===== config.mk =====
export PLATFORM = sky130hd
export DESIGN_NAME = qirw_ctrl
export DESIGN_NICKNAME = d
export VERILOG_FILES = /design/src/hdl/qirw_pkg.sv /design/src/hdl/qirw_ctrl.sv
export SDC_FILE = /design/constraint.sdc
export NUM_CORES = 1
export LEC_CHECK = 0
export ABC_AREA = 1
export BUFFER_PORTS_ARGS = -buffer_cell sky130_fd_sc_hd__buf_2
export CAP_MARGIN = 40
export CORE_ASPECT_RATIO = 0.75
export CORE_UTILIZATION = 55
export CTS_CLUSTER_DIAMETER = 40
export CTS_CLUSTER_SIZE = 8
export DETAILED_ROUTE_END_ITERATION = 8
export GPL_TIMING_DRIVEN = 0
export PLACE_DENSITY = 0.82
export SLEW_MARGIN = 20
export SYNTH_ARGS = -nofsm -noshare
export SYNTH_HDL_FRONTEND = slang
export SYNTH_SLANG_ARGS = --single-unit

===== constraint.sdc =====
create_clock -name i_clk -period 3.6 [get_ports i_clk]
set_input_delay 0.36 -clock i_clk [delete_from_list [all_inputs] [get_ports i_clk]]
set_output_delay 0.36 -clock i_clk [all_outputs]
set_load 0.01 [all_outputs]

===== src/hdl/qirw_pkg.sv =====
// What this block does
// - wrap restarts at aligned section start until deselect
// - wrap sections stay aligned inside 256-byte page
// - wrap command: opcode, 24 ignored, eight wrap bits
// - wrap disable bit: 0 wraps, 1 default off
// - length field selects 8, 16, 32, 64 bytes
// - stored wrap applies to later quad reads
// - quad commands need quad io enable bit
// - four-wire quad read dummies 4,4,6,8 default 4
// - four-wire mode byte counts toward dummies
// - four-wire quad read never wraps
// - wrap length kept, settable by parameter command
// - word read: even address, two dummies
// - octal word read: aligned address, no dummies
// - skip code 10 drops next opcode byte
// - other skip codes restore full opcode decoding
// - low nibble of continuous mode byte ignored
// - software reset leaves continuous mode alone
// - mode reset command clears continuous mode byte
// - software reset ignored in continuous mode
// - software reset restores wrap and parameter defaults
package qirw_pkg;
  // ==========================================
  // opcodes
  localparam logic [7:0] OP_QUAD_READ  = 8'hEB;
  localparam logic [7:0] OP_WORD_READ  = 8'hE7;
  localparam logic [7:0] OP_OCTAL_READ = 8'hE3;
  localparam logic [7:0] OP_SET_WRAP   = 8'h77;
  localparam logic [7:0] OP_SET_PARAM  = 8'hC0;
  localparam logic [7:0] OP_RST_ENABLE = 8'h66;
  localparam logic [7:0] OP_RST_EXEC   = 8'h99;
  localparam logic [7:0] OP_MODE_RST   = 8'hFF;
  // ==========================================
  // fields and reset values
  localparam logic [2:0] WRAP_DEFAULT   = 3'h7; // disabled, 64 bytes
  localparam int         WRAP_ARG_LO    = 4;    // bits 6:4 of wrap byte
  localparam int         PARAM_DUM_LO   = 4;    // dummy select bits 5:4
  localparam int         PARAM_LEN_LO   = 0;    // wrap length bits 1:0
  localparam logic [1:0] DUM_SEL_DEFAULT = 2'h0;
  localparam logic [1:0] SKIP_CODE      = 2'h2;
  localparam int         SKIP_LO        = 4;
  localparam logic [7:0] WRAP_BASE      = 8'h08;
  // ==========================================
  // phase lengths in serial clocks, then fifo width and depth
  localparam logic [3:0] OPC_CLK_SER  = 4'h8;
  localparam logic [3:0] OPC_CLK_NIB  = 4'h2;
  localparam logic [3:0] ADDR_CLK     = 4'h6;
  localparam logic [3:0] MODE_CLK     = 4'h2;
  localparam logic [3:0] WRAP_ARG_CLK = 4'h8;
  localparam logic [3:0] PARAM_CLK    = 4'h2;
  localparam logic [3:0] DUM_QUAD     = 4'h4;
  localparam logic [3:0] DUM_WORD     = 4'h2;
  localparam logic [3:0] DUM_OCTAL    = 4'h0;
  localparam int         FIFO_WIDTH   = 8;
  localparam int         FIFO_DEPTH   = 16;
  // four-wire quad read dummies, mode byte already counted
  function automatic logic [3:0] fw_dummy(input logic [1:0] sel);
    logic [3:0] d;
    d = (sel == 2'h2) ? 4'h6 : ((sel == 2'h3) ? 4'h8 : 4'h4);
    return d - MODE_CLK;
  endfunction
  // ==========================================
  // frame states
  typedef enum logic [2:0] {
    ST_IDLE  = 3'b000,
    ST_OPC   = 3'b001,
    ST_ADDR  = 3'b010,
    ST_MODE  = 3'b011,
    ST_DUMMY = 3'b100,
    ST_DATA  = 3'b101,
    ST_ARG   = 3'b110,
    ST_SKIP  = 3'b111
  } qirw_state_e;
endpackage


===== src/hdl/qirw_ctrl.sv =====
`timescale 1ns/1ps
// ==========================================
// prefetch fifo between array and pin shifter
module qirw_fifo #(
  parameter int W = 8,
  parameter int D = 16
) (
  input  wire logic         i_clk,
  input  wire logic         i_arst_n,
  input  wire logic         i_flush,     // drop all content
  input  wire logic         i_in_valid,
  output logic              o_in_ready,
  input  wire logic [W-1:0] i_in_data,
  output logic              o_out_valid,
  input  wire logic         i_out_ready,
  output logic [W-1:0]      o_out_data
);
  localparam int AW = $clog2(D);

  // pointers wrap naturally, so depth must be a power of two
  if (D < 2 || (1 << AW) != D) begin : g_chk
    $error("qirw_fifo depth must be a power of two");
  end

  typedef struct packed {
    logic [D-1:0][W-1:0] mem; // storage words
    logic [AW-1:0]       rd;  // read pointer
    logic [AW-1:0]       wr;  // write pointer
    logic [AW:0]         cnt; // fill level
  } qirw_fifo_s;

  qirw_fifo_s s_r;
  qirw_fifo_s s_nxt;
  logic       push;
  logic       pop;

  assign o_in_ready  = (s_r.cnt != (AW+1)'(D));
  assign o_out_valid = (s_r.cnt != '0);
  assign o_out_data  = s_r.mem[s_r.rd];

  // ==========================================
  // next state
  always_comb begin
    s_nxt = s_r;
    push  = i_in_valid & o_in_ready;
    pop   = i_out_ready & o_out_valid;
    if (i_flush) begin
      // flush wins over any traffic in the same cycle
      s_nxt.rd  = '0;
      s_nxt.wr  = '0;
      s_nxt.cnt = '0;
    end else begin
      if (push) begin
        s_nxt.mem[s_r.wr] = i_in_data;
        s_nxt.wr          = s_r.wr + 1'b1;
      end
      if (pop) begin
        s_nxt.rd = s_r.rd + 1'b1;
      end
      s_nxt.cnt = s_r.cnt + (AW+1)'(push) - (AW+1)'(pop);
    end
  end

  // ==========================================
  // state register
  always_ff @(posedge i_clk or negedge i_arst_n) begin
    if (!i_arst_n) begin
      s_r <= '0;
    end else begin
      s_r <= s_nxt;
    end
  end
endmodule

// ==========================================
// quad read, wrap and continuous mode control
module qirw_ctrl #(
  parameter int FW = qirw_pkg::FIFO_WIDTH,
  parameter int FD = qirw_pkg::FIFO_DEPTH
) (
  input  wire logic        i_clk,
  input  wire logic        i_arst_n,
  input  wire logic        i_sclk,        // serial clock pin
  input  wire logic        i_cs_n,        // chip select pin
  input  wire logic [3:0]  i_io,          // data pins, input side
  output logic [3:0]       o_io_out,      // data pins, drive value
  output logic [3:0]       o_io_oe,       // data pins, drive enable
  input  wire logic        i_quad_io_enable_bit,
  input  wire logic        i_four_wire_command_mode,
  output logic             o_mem_req,     // array read strobe
  output logic [23:0]      o_mem_addr,    // array read address
  input  wire logic [7:0]  i_mem_data,    // array byte at o_mem_addr
  output logic [2:0]       o_wrap_setting_bits,
  output logic [7:0]       o_continuous_mode_byte,
  output logic [3:0]       o_read_dummy_clocks
);
  if (FW != 8 || FD < 4) begin : g_chk
    $error("qirw_ctrl needs byte wide fifo of depth 4 or more");
  end

  typedef struct packed {
    logic                  cs1;    // synchroniser stages
    logic                  cs2;
    logic                  ck1;
    logic                  ck2;
    logic                  ck3;    // previous synced clock
    logic [3:0]            io1;
    logic [3:0]            io2;
    qirw_pkg::qirw_state_e st;     // frame phase
    logic [7:0]            cmd;    // current command opcode
    logic [3:0]            cnt;    // clocks within phase
    logic [3:0]            dum;    // dummy clocks of this read
    logic [31:0]           sh;     // input shifter
    logic [23:0]           fa;     // fetch address
    logic                  fetch;  // array fetch running
    logic                  wact;   // wrap applies to this read
    logic [7:0]            wmask;  // wrap section mask
    logic [2:0]            wrap;   // wrap setting bits
    logic [1:0]            psel;   // dummy select
    logic [3:0]            mode;   // upper mode nibble
    logic                  cont;   // opcode skip armed
    logic                  rsten;  // reset enable seen
    logic                  rstarm; // reset waits for deselect
    logic                  nib;    // low nibble is next
    logic [3:0]            lo;     // held low nibble
    logic [3:0]            dout;   // pin drive value
    logic                  oe;     // pins driven
  } qirw_ctrl_s;

  qirw_ctrl_s  s_r;
  qirw_ctrl_s  s_nxt;
  logic        rise;       // serial clock rising edge
  logic        fall;       // serial clock falling edge
  logic [31:0] shq;        // nibble shifted in
  logic [31:0] shs;        // single bit shifted in
  logic [7:0]  op;         // finished opcode byte
  logic [3:0]  dsel;       // chosen dummy count
  logic        pop;
  logic        f_ready;
  logic        f_valid;
  logic [7:0]  f_data;
  logic [23:0] inc;        // fetch address plus one
  logic [23:0] m24;        // wrap mask, full width

  // ==========================================
  // prefetch buffer
  qirw_fifo #(
    .W (FW),
    .D (FD)
  ) u_fifo (
    .i_clk       (i_clk),
    .i_arst_n    (i_arst_n),
    .i_flush     (s_r.cs2),
    .i_in_valid  (s_r.fetch),
    .o_in_ready  (f_ready),
    .i_in_data   (i_mem_data),
    .o_out_valid (f_valid),
    .i_out_ready (pop),
    .o_out_data  (f_data)
  );

  assign o_io_out               = s_r.dout;
  assign o_io_oe                = {4{s_r.oe}};
  // a full fifo stalls the array fetch
  assign o_mem_req              = s_r.fetch & f_ready;
  assign o_mem_addr             = s_r.fa;
  assign o_wrap_setting_bits    = s_r.wrap;
  assign o_continuous_mode_byte = {s_r.mode, 4'h0};
  assign o_read_dummy_clocks    = qirw_pkg::fw_dummy(s_r.psel) + qirw_pkg::MODE_CLK;

  // ==========================================
  // next state: sync, frame decode, fetch, output
  always_comb begin
    s_nxt     = s_r;
    s_nxt.cs1 = i_cs_n;
    s_nxt.cs2 = s_r.cs1;
    s_nxt.ck1 = i_sclk;
    s_nxt.ck2 = s_r.ck1;
    s_nxt.ck3 = s_r.ck2;
    s_nxt.io1 = i_io;
    s_nxt.io2 = s_r.io1;
    rise = s_r.ck2 & ~s_r.ck3;
    fall = ~s_r.ck2 & s_r.ck3;
    shq  = {s_r.sh[27:0], s_r.io2};
    shs  = {s_r.sh[30:0], s_r.io2[0]};
    op   = i_four_wire_command_mode ? shq[7:0] : shs[7:0];
    pop  = 1'b0;
    inc  = s_r.fa + 24'h000001;
    m24  = {16'h0000, s_r.wmask};
    // per-command dummy clocks
    if (s_r.cmd == qirw_pkg::OP_WORD_READ) begin
      dsel = qirw_pkg::DUM_WORD;
    end else if (s_r.cmd == qirw_pkg::OP_OCTAL_READ) begin
      dsel = qirw_pkg::DUM_OCTAL;
    end else if (i_four_wire_command_mode) begin
      dsel = qirw_pkg::fw_dummy(s_r.psel);
    end else begin
      dsel = qirw_pkg::DUM_QUAD;
    end
    // array fetch, one byte per accepted cycle
    if (s_r.fetch && f_ready) begin
      if (s_r.wact) begin
        s_nxt.fa = (s_r.fa & ~m24) | (inc & m24);
      end else begin
        s_nxt.fa = inc;
      end
    end
    if (s_r.cs2) begin
      // deselected: a pending reset runs at the rising select
      if (s_r.rstarm && !s_r.cont) begin
        s_nxt.wrap = qirw_pkg::WRAP_DEFAULT;
        s_nxt.psel = qirw_pkg::DUM_SEL_DEFAULT;
      end
      s_nxt.st     = qirw_pkg::ST_IDLE;
      s_nxt.fetch  = 1'b0;
      s_nxt.oe     = 1'b0;
      s_nxt.rstarm = 1'b0;
      s_nxt.nib    = 1'b0;
      s_nxt.cnt    = 4'h0;
    end else begin
      unique case (s_r.st)
        qirw_pkg::ST_IDLE: begin
          // frame start: skip opcode when armed
          if (s_r.cont) begin
            s_nxt.st    = qirw_pkg::ST_ADDR;
            s_nxt.rsten = 1'b0;
          end else begin
            s_nxt.st = qirw_pkg::ST_OPC;
          end
        end
        qirw_pkg::ST_OPC: begin
          if (rise) begin
            s_nxt.sh  = i_four_wire_command_mode ? shq : shs;
            s_nxt.cnt = s_r.cnt + 4'h1;
            if (s_r.cnt == (i_four_wire_command_mode ? qirw_pkg::OPC_CLK_NIB : qirw_pkg::OPC_CLK_SER) - 4'h1) begin
              s_nxt.cnt   = 4'h0;
              s_nxt.st    = qirw_pkg::ST_SKIP;
              s_nxt.cmd   = op;
              // any command but reset enable clears the enable
              s_nxt.rsten = (op == qirw_pkg::OP_RST_ENABLE);
              unique case (op)
                qirw_pkg::OP_QUAD_READ, qirw_pkg::OP_WORD_READ, qirw_pkg::OP_OCTAL_READ: begin
                  if (i_quad_io_enable_bit) begin
                    s_nxt.st = qirw_pkg::ST_ADDR;
                  end
                end
                qirw_pkg::OP_SET_WRAP: begin
                  if (i_quad_io_enable_bit) begin
                    s_nxt.st = qirw_pkg::ST_ARG;
                  end
                end
                qirw_pkg::OP_SET_PARAM: begin
                  if (i_four_wire_command_mode) begin
                    s_nxt.st = qirw_pkg::ST_ARG;
                  end
                end
                qirw_pkg::OP_MODE_RST: begin
                  s_nxt.mode = 4'h0;
                  s_nxt.cont = 1'b0;
                end
                qirw_pkg::OP_RST_EXEC: begin
                  s_nxt.rstarm = s_r.rsten;
                end
                default: begin
                  // unknown or out-of-scope command, ignored
                end
              endcase
            end
          end
        end
        qirw_pkg::ST_ADDR: begin
          if (rise) begin
            s_nxt.sh  = shq;
            s_nxt.cnt = s_r.cnt + 4'h1;
            if (s_r.cnt == qirw_pkg::ADDR_CLK - 4'h1) begin
              // fetch starts early to hide array latency
              s_nxt.fa    = shq[23:0];
              s_nxt.fetch = 1'b1;
              s_nxt.cnt   = 4'h0;
              s_nxt.st    = qirw_pkg::ST_MODE;
              s_nxt.wact  = ~s_r.wrap[0] & ~i_four_wire_command_mode &
                            (s_r.cmd != qirw_pkg::OP_OCTAL_READ);
              s_nxt.wmask = (qirw_pkg::WRAP_BASE << s_r.wrap[2:1]) - 8'h01;
            end
          end
        end
        qirw_pkg::ST_MODE: begin
          if (rise) begin
            s_nxt.sh  = shq;
            s_nxt.cnt = s_r.cnt + 4'h1;
            if (s_r.cnt == qirw_pkg::MODE_CLK - 4'h1) begin
              // low nibble dropped on purpose
              s_nxt.mode = shq[7:4];
              s_nxt.cont = (shq[qirw_pkg::SKIP_LO +: 2] == qirw_pkg::SKIP_CODE);
              s_nxt.cnt  = 4'h0;
              s_nxt.dum  = dsel;
              s_nxt.st   = (dsel == 4'h0) ? qirw_pkg::ST_DATA : qirw_pkg::ST_DUMMY;
              // pins stay released until the first data fall
            end
          end
        end
        qirw_pkg::ST_DUMMY: begin
          if (rise) begin
            s_nxt.cnt = s_r.cnt + 4'h1;
            if (s_r.cnt == s_r.dum - 4'h1) begin
              s_nxt.st = qirw_pkg::ST_DATA;
            end
          end
        end
        qirw_pkg::ST_DATA: begin
          // high nibble first; an empty fifo repeats stale data
          if (fall) begin
            // drive from the first fall only, so the host has let go
            s_nxt.oe = 1'b1;
            if (!s_r.nib) begin
              pop        = 1'b1;
              s_nxt.dout = f_data[7:4];
              s_nxt.lo   = f_data[3:0];
              s_nxt.nib  = 1'b1;
            end else begin
              s_nxt.dout = s_r.lo;
              s_nxt.nib  = 1'b0;
            end
          end
        end
        qirw_pkg::ST_ARG: begin
          if (rise) begin
            s_nxt.sh  = shq;
            s_nxt.cnt = s_r.cnt + 4'h1;
            if (s_r.cmd == qirw_pkg::OP_SET_WRAP && s_r.cnt == qirw_pkg::WRAP_ARG_CLK - 4'h1) begin
              s_nxt.wrap = shq[qirw_pkg::WRAP_ARG_LO +: 3];
              s_nxt.st   = qirw_pkg::ST_SKIP;
            end else if (s_r.cmd == qirw_pkg::OP_SET_PARAM && s_r.cnt == qirw_pkg::PARAM_CLK - 4'h1) begin
              s_nxt.psel      = shq[qirw_pkg::PARAM_DUM_LO +: 2];
              s_nxt.wrap[2:1] = shq[qirw_pkg::PARAM_LEN_LO +: 2];
              s_nxt.st        = qirw_pkg::ST_SKIP;
            end
          end
        end
        qirw_pkg::ST_SKIP: begin
          // wait for deselect
        end
      endcase
    end
  end

  // ==========================================
  // state register
  always_ff @(posedge i_clk or negedge i_arst_n) begin
    if (!i_arst_n) begin
      s_r      <= '0;
      s_r.cs1  <= 1'b1;
      s_r.cs2  <= 1'b1;
      s_r.wrap <= qirw_pkg::WRAP_DEFAULT;
      s_r.psel <= qirw_pkg::DUM_SEL_DEFAULT;
    end else begin
      s_r <= s_nxt;
    end
  end
endmodule


## Yosys cells after proc, flatten, opt, wreduce, memory -nomap -nowiden

Index checks and enable logic that the tools add are counted.

- Output and inout port bits: 48
- Flip-flop bits (word level): 257

- Reductions and logical operators: 47
- Muxes and demuxes: 81
- Order comparisons: 3
- Bitwise operators: 16
- Shifts and indexed selects: 1
- Add/sub/neg operators: 11
- Equality and inequality tests: 49

Operators by type and width:

| operator | count |
|---|---|
| $bwmux W128 | 1 |
| $pmux W28 S4 | 1 |
| $mux W28 | 3 |
| $eq A8 B8 Y1 const B | 9 |
| $mux W24 | 3 |
| $mux W34 | 2 |
| $mux W62 | 1 |
| $mux W4 | 14 |
| $mux W40 | 1 |
| $mux W5 | 7 |
| $mux W3 | 11 |
| $bmux W8 S4 | 1 |
| $demux W8 S4 | 1 |
| $mux W8 | 4 |
| $mux W15 | 2 |
| $reduce_bool A2 Y1 | 15 |
| $reduce_and A4 Y1 | 7 |
| $ne A3 B3 Y1 const B | 9 |
| $add A24 B1 Y24 const B | 1 |
| $and A24 B24 Y24 | 1 |
| $and A24 B8 Y24 | 1 |
| $eq A8 B7 Y1 const B | 3 |
| $not A8 Y24 | 1 |
| $or A24 B24 Y24 | 1 |
| 51 further kinds | 108 |

## Depth between registers and ports, before layout

- Word-level depth: 13
- Depth in mapped cells: 17
- Mapped depth without buffers: 16

## By module

A second synthesis with hierarchy kept.

- Cells, all modules: 1787
- Area, all modules: 13470.4 sq um

By module, submodules not included:

| module | times used | cells an instance | area an instance (sq um) | sequential area each (sq um) |
|---|---|---|---|---|
| qirw_fifo | 1 | 1035 | 7400.8 | 3528.4 |
| qirw_ctrl | 1 | 752 | 6069.6 | 2608.8 |

## Least setup slack after synthesis

No wires, ideal clock.

- Kind: reg-to-reg
- From: register s_r, in the netlist s_nxt[115]
- To: register u_fifo.s_r[4] (netlist name)
- Clock period less this slack: 2445 ps
- Stages on the path, launching flop included: 16
- Arrival time: 2312 ps
- Required time: 3467 ps
- Path slack: 1155 ps
- Cell sequence: dfrtp_1 -> or2_2 -> nor2_4 -> nand2_4 -> nor2_8 -> nand2_4 -> clkinv_4 -> ha_1 -> inv_1 -> ha_1 -> fa_1 -> nand2_1 -> a21oi_1 -> nor2_1 -> xor2_1 -> nor2_1

RTL lines:

| what | line | RTL |
|---|---|---|
| start, declared | qirw_ctrl.sv:130 | `qirw_ctrl_s s_r;` |
| start signal, assigned | qirw_ctrl.sv:357 | `s_r <= s_nxt;` |
| end signal, assigned | qirw_ctrl.sv:70 | `s_r <= s_nxt;` |
| end, declared | qirw_ctrl.sv:32 | `qirw_fifo_s s_r;` |

==> results.py <==
metrics = {
    "clock_tree": {
        "htree_levels": 2,
        "clk_latency_ns": 0.52,
        "numCtsBuffers": 37,
        "cts_setup_buffers": 0,
        "clk_path_buf_depth": 3,
        "cts.repair.resized": 0,
        "cts_tree": "yes",
        "cts_sinks": 245,
        "clk_pin_slew_ns": 0.05,
        "clockRootBuffer": "clkbuf_16",
        "cts_hold_buf": 7,
    },
    "power": {
        "power.density_nw_per_um2": 478,
        "power_leakage_nw": 7.12,
        "peakVddDrop_uv": 356,
    },
    "yosys": {
        "synth_top_area_share_pct": 46.8,
        "synth-seq-cells": 245,
        "netlist_area_um2": 12800,
        "synthCells": 1525,
        "synthArstFlopShare_pct": 100,
        "synth_warnings": 0,
        "synthDistinctLibCells": 50,
        "synth_edf_count": 0,
        "ys_seq_area_share_pct": 47.9,
        "yosys-top-cells-count": "nand2_1 (337), dfrtp_1 (240), nor2_1 (194)",
        "syn_area_per_cell_um2": 8.41,
        "yosys.area.top_type": "dfrtp_1",
        "synth_flop_cell": "dfrtp_1",
        "synth_area_leaders": "dfrtp_1 (47%), nand2_1 (9.9%), o21ai_0 (6.1%)",
        "yosysMostFrequentCell": "nand2_1",
    },
    "final_layout": {
        "multiInputGateArea_um2": 5510,
        "area_growth_pct": 14.7,
        "finalNetCount": 1672,
        "fin_area_um2": 14700,
        "fillers": 1837,
        "diodes": 0,
        "drive_above_1_share_pct": 18.0,
        "regArea_um2": 6140,
    },
    "worst_setup_path": {
        "worstSetupPathType": "reg -> reg",
        "end_kind": "flip-flop",
        "cp_cell_sequence": "buf_6, inv_2, nand3_2, nor2_4, nand2_4, nor2_8, nand2_4, clkinv_4, ha_1, inv_1, ha_1, fa_1, nand2_1, a21oi_1, nor2_1, xor2_1, nor2_1",
        "cp_max_fo": 10,
        "crit_buf_inv": 4,
        "path_delay_family": "simple AND/OR/NAND/NOR gates",
        "crit_arrival_ns": 3.20,
        "cp_slowest_cell": "fa_1",
        "critPathMaxStageDelay_ns": 0.41,
        "critPathLaunchType": "flip-flop",
        "cp.required_ns": 3.96,
    },
    "floorplanning": {
        "dieArea_um2": 23900,
        "die_h_um": 134,
        "rows": 47,
        "die_w_um": 178,
        "ioPinCount": 66,
        "core_um2": 22500,
        "start_util_pct": 57.1,
    },
    "global_route": {
        "grt_max_degree": 95,
        "globalRouteOverflowTotal": 0,
        "grt_pass1_vias": 10600,
        "grt_pass1_wl_mm": 56.8,
        "track_usage_pct": 30.5,
        "antenna_found_initial": 0,
    },
    "timing": {
        "finalSetupViolations": 0,
        "rsz0062_at_grt": "false",
        "finalCriticalPeriod_ns": 2.84,
        "fin_worst_skew_ns": 0.0145,
        "hold_viol": 0,
        "max_freq_mhz": 352,
        "worst_slew_margin_rel_pct": 50.5,
        "slew_violations": 0,
        "holdWs_ns": 0.214,
        "worst_slew_pin_slew_ns": 0.743,
        "period_share_pct": 79.0,
    },
    "placed_design": {
        "gp_congestion": 0.956,
        "placed_area_um2": 13600,
        "dpl.hpwl_mm": 25.1,
        "port_buffers": 60,
    },
    "outcome": {
        "outcome": "finished, final reports clean",
    },
    "routing": {
        "dr_total_vias": 11400,
        "drt_iter0_markers": 1519,
        "first_pass_iters": 6,
        "wl_per_cell_um": 18.1,
        "drc": 0,
        "antenna_left": 0,
        "vias_per_cell": 5.88,
        "routed_wl_mm": 35.2,
    },
    "hold_path": {
        "holdCritPathClass": "in -> reg",
    },
    "flow_run": {
        "maxCapViolCount": 0,
    },
}
[power breakdown]
group | switching [mW] | internal (mW) | leakage [nW]
logic | 0.512 | 0.222 | 3.96
clock network | 1.19 | 2.00 | 0.521
registers | 0.182 | 2.92 | 2.64
[area by class of cell]
cell class | instances | share of cell area [%]
Sequential cell | 245 | 41.7
Multi-Input combinational cell | 1054 | 37.4
Clock buffer | 51 | 7.15
Buffer | 115 | 5.12
Inverter | 115 | 3.00
Timing Repair Buffer | 69 | 2.96
Tap cell | 294 | 2.50
Clock inverter | 2 | 0.0936
[registers in the layout (all words and copies together), names as in the netlist]
| name | count |
|---|---|
| o_continuous_mode_byte | 4 |
| s_nxt | 7 |
| o_io_out | 4 |
| o_mem_addr | 24 |
| u_fifo.s_r | 141 |
| o_io_oe | 1 |
| s_r | 56 |
| o_wrap_setting_bits | 3 |
| m24 | 5 |
[routing by layer]
layer	up-vias	share of wire, %	track usage [%]
met5	-	0	0
met4	0	1.7	7.96
met3	59	12	7.34
met2	666	42	42.2
met1	5461	45	47.5
li1	5255	-	-
[final timing paths]
| path | from | end | slack [ns] | depth (start not counted) |
|---|---|---|---|---|
| worst max-delay path | s_r[105]$_DFFE_PN0P_ | u_fifo.s_r[4]$_DFF_PN0_ | 0.76 | 17 |
| worst min-delay path | i_mem_data[7] | u_fifo.s_r[60]$_DFFE_PN0P_ | 0.21 | 3 |
| worst min register to register | s_nxt[116]$_DFF_PN0_ | s_nxt[115]$_DFF_PN0_ | 0.34 | 0 |
| worst max register to register | s_r[105]$_DFFE_PN0P_ | u_fifo.s_r[4]$_DFF_PN0_ | 0.76 | 17 |
| min in group asynchronous | i_arst_n | o_mem_addr[22]$_DFF_PN0_ | 0.40 | 2 |
| max in group asynchronous | i_arst_n | u_fifo.s_r[32]$_DFFE_PN0P_ | 2.31 | 3 |
[cell usage in the layout (no fill, tap or decap), types with 7 or more instances in the layout]
cell type	count
a21oi_1	32
a221oi_1	12
buf_2	84
buf_4	47
buf_6	13
clkbuf_1	37
clkbuf_16	39
dfrtp_1	240
dlygate4sd3_1	7
ha_1	16
inv_1	96
inv_2	15
nand2_1	337
nand3_1	54
nand4_1	9
nand4_2	10
nand4_4	9
nor2_1	194
nor3_1	12
o211ai_1	25
o21ai_0	156
o21ai_1	51
o21ai_2	40
o221ai_1	9
o22ai_1	14
xnor2_1	8
xor2_1	13
[tightest hold or removal path, delay by kind of cell]
kind / cells / cell delay [ns]
AOI/OAI and AO/OA: 1 / 0.16
buffers and inverters: 2 / 0.16
[metrics by stage]
step | setup TNS (ns) | cells | setup WS (ns) | utilization (%) | total power, mW
floorplan | 0 | 1529 | 1.15 | - | 3.55
global placement | -514.71 | 1883 | -2.15 | 60.1 | 3.81
detailed placement | 0 | 1885 | 0.801 | 60.4 | 3.83
CTS | 0 | 1945 | 0.760 | 65.5 | 7.04
global route | 0 | 1945 | 0.572 | 65.5 | 7.28
finish | 0 | 1945 | 0.756 | 65.5 | 7.02
[kinds of logic after synthesis]
logic type | count (synthesis) | synth area share, %
flip-flops | 245 | 47.9
AO/OA/AOI/OAI | 356 | 16.6
buffers and inverters | 230 | 9.32
other | 1 | 0.0292
AND/OR/NAND/NOR | 655 | 23.1
XOR/XNOR | 21 | 1.43
adder cells (fa/ha/maj) | 17 | 1.72
Note: power is estimated with default switching activity, not from simulation.
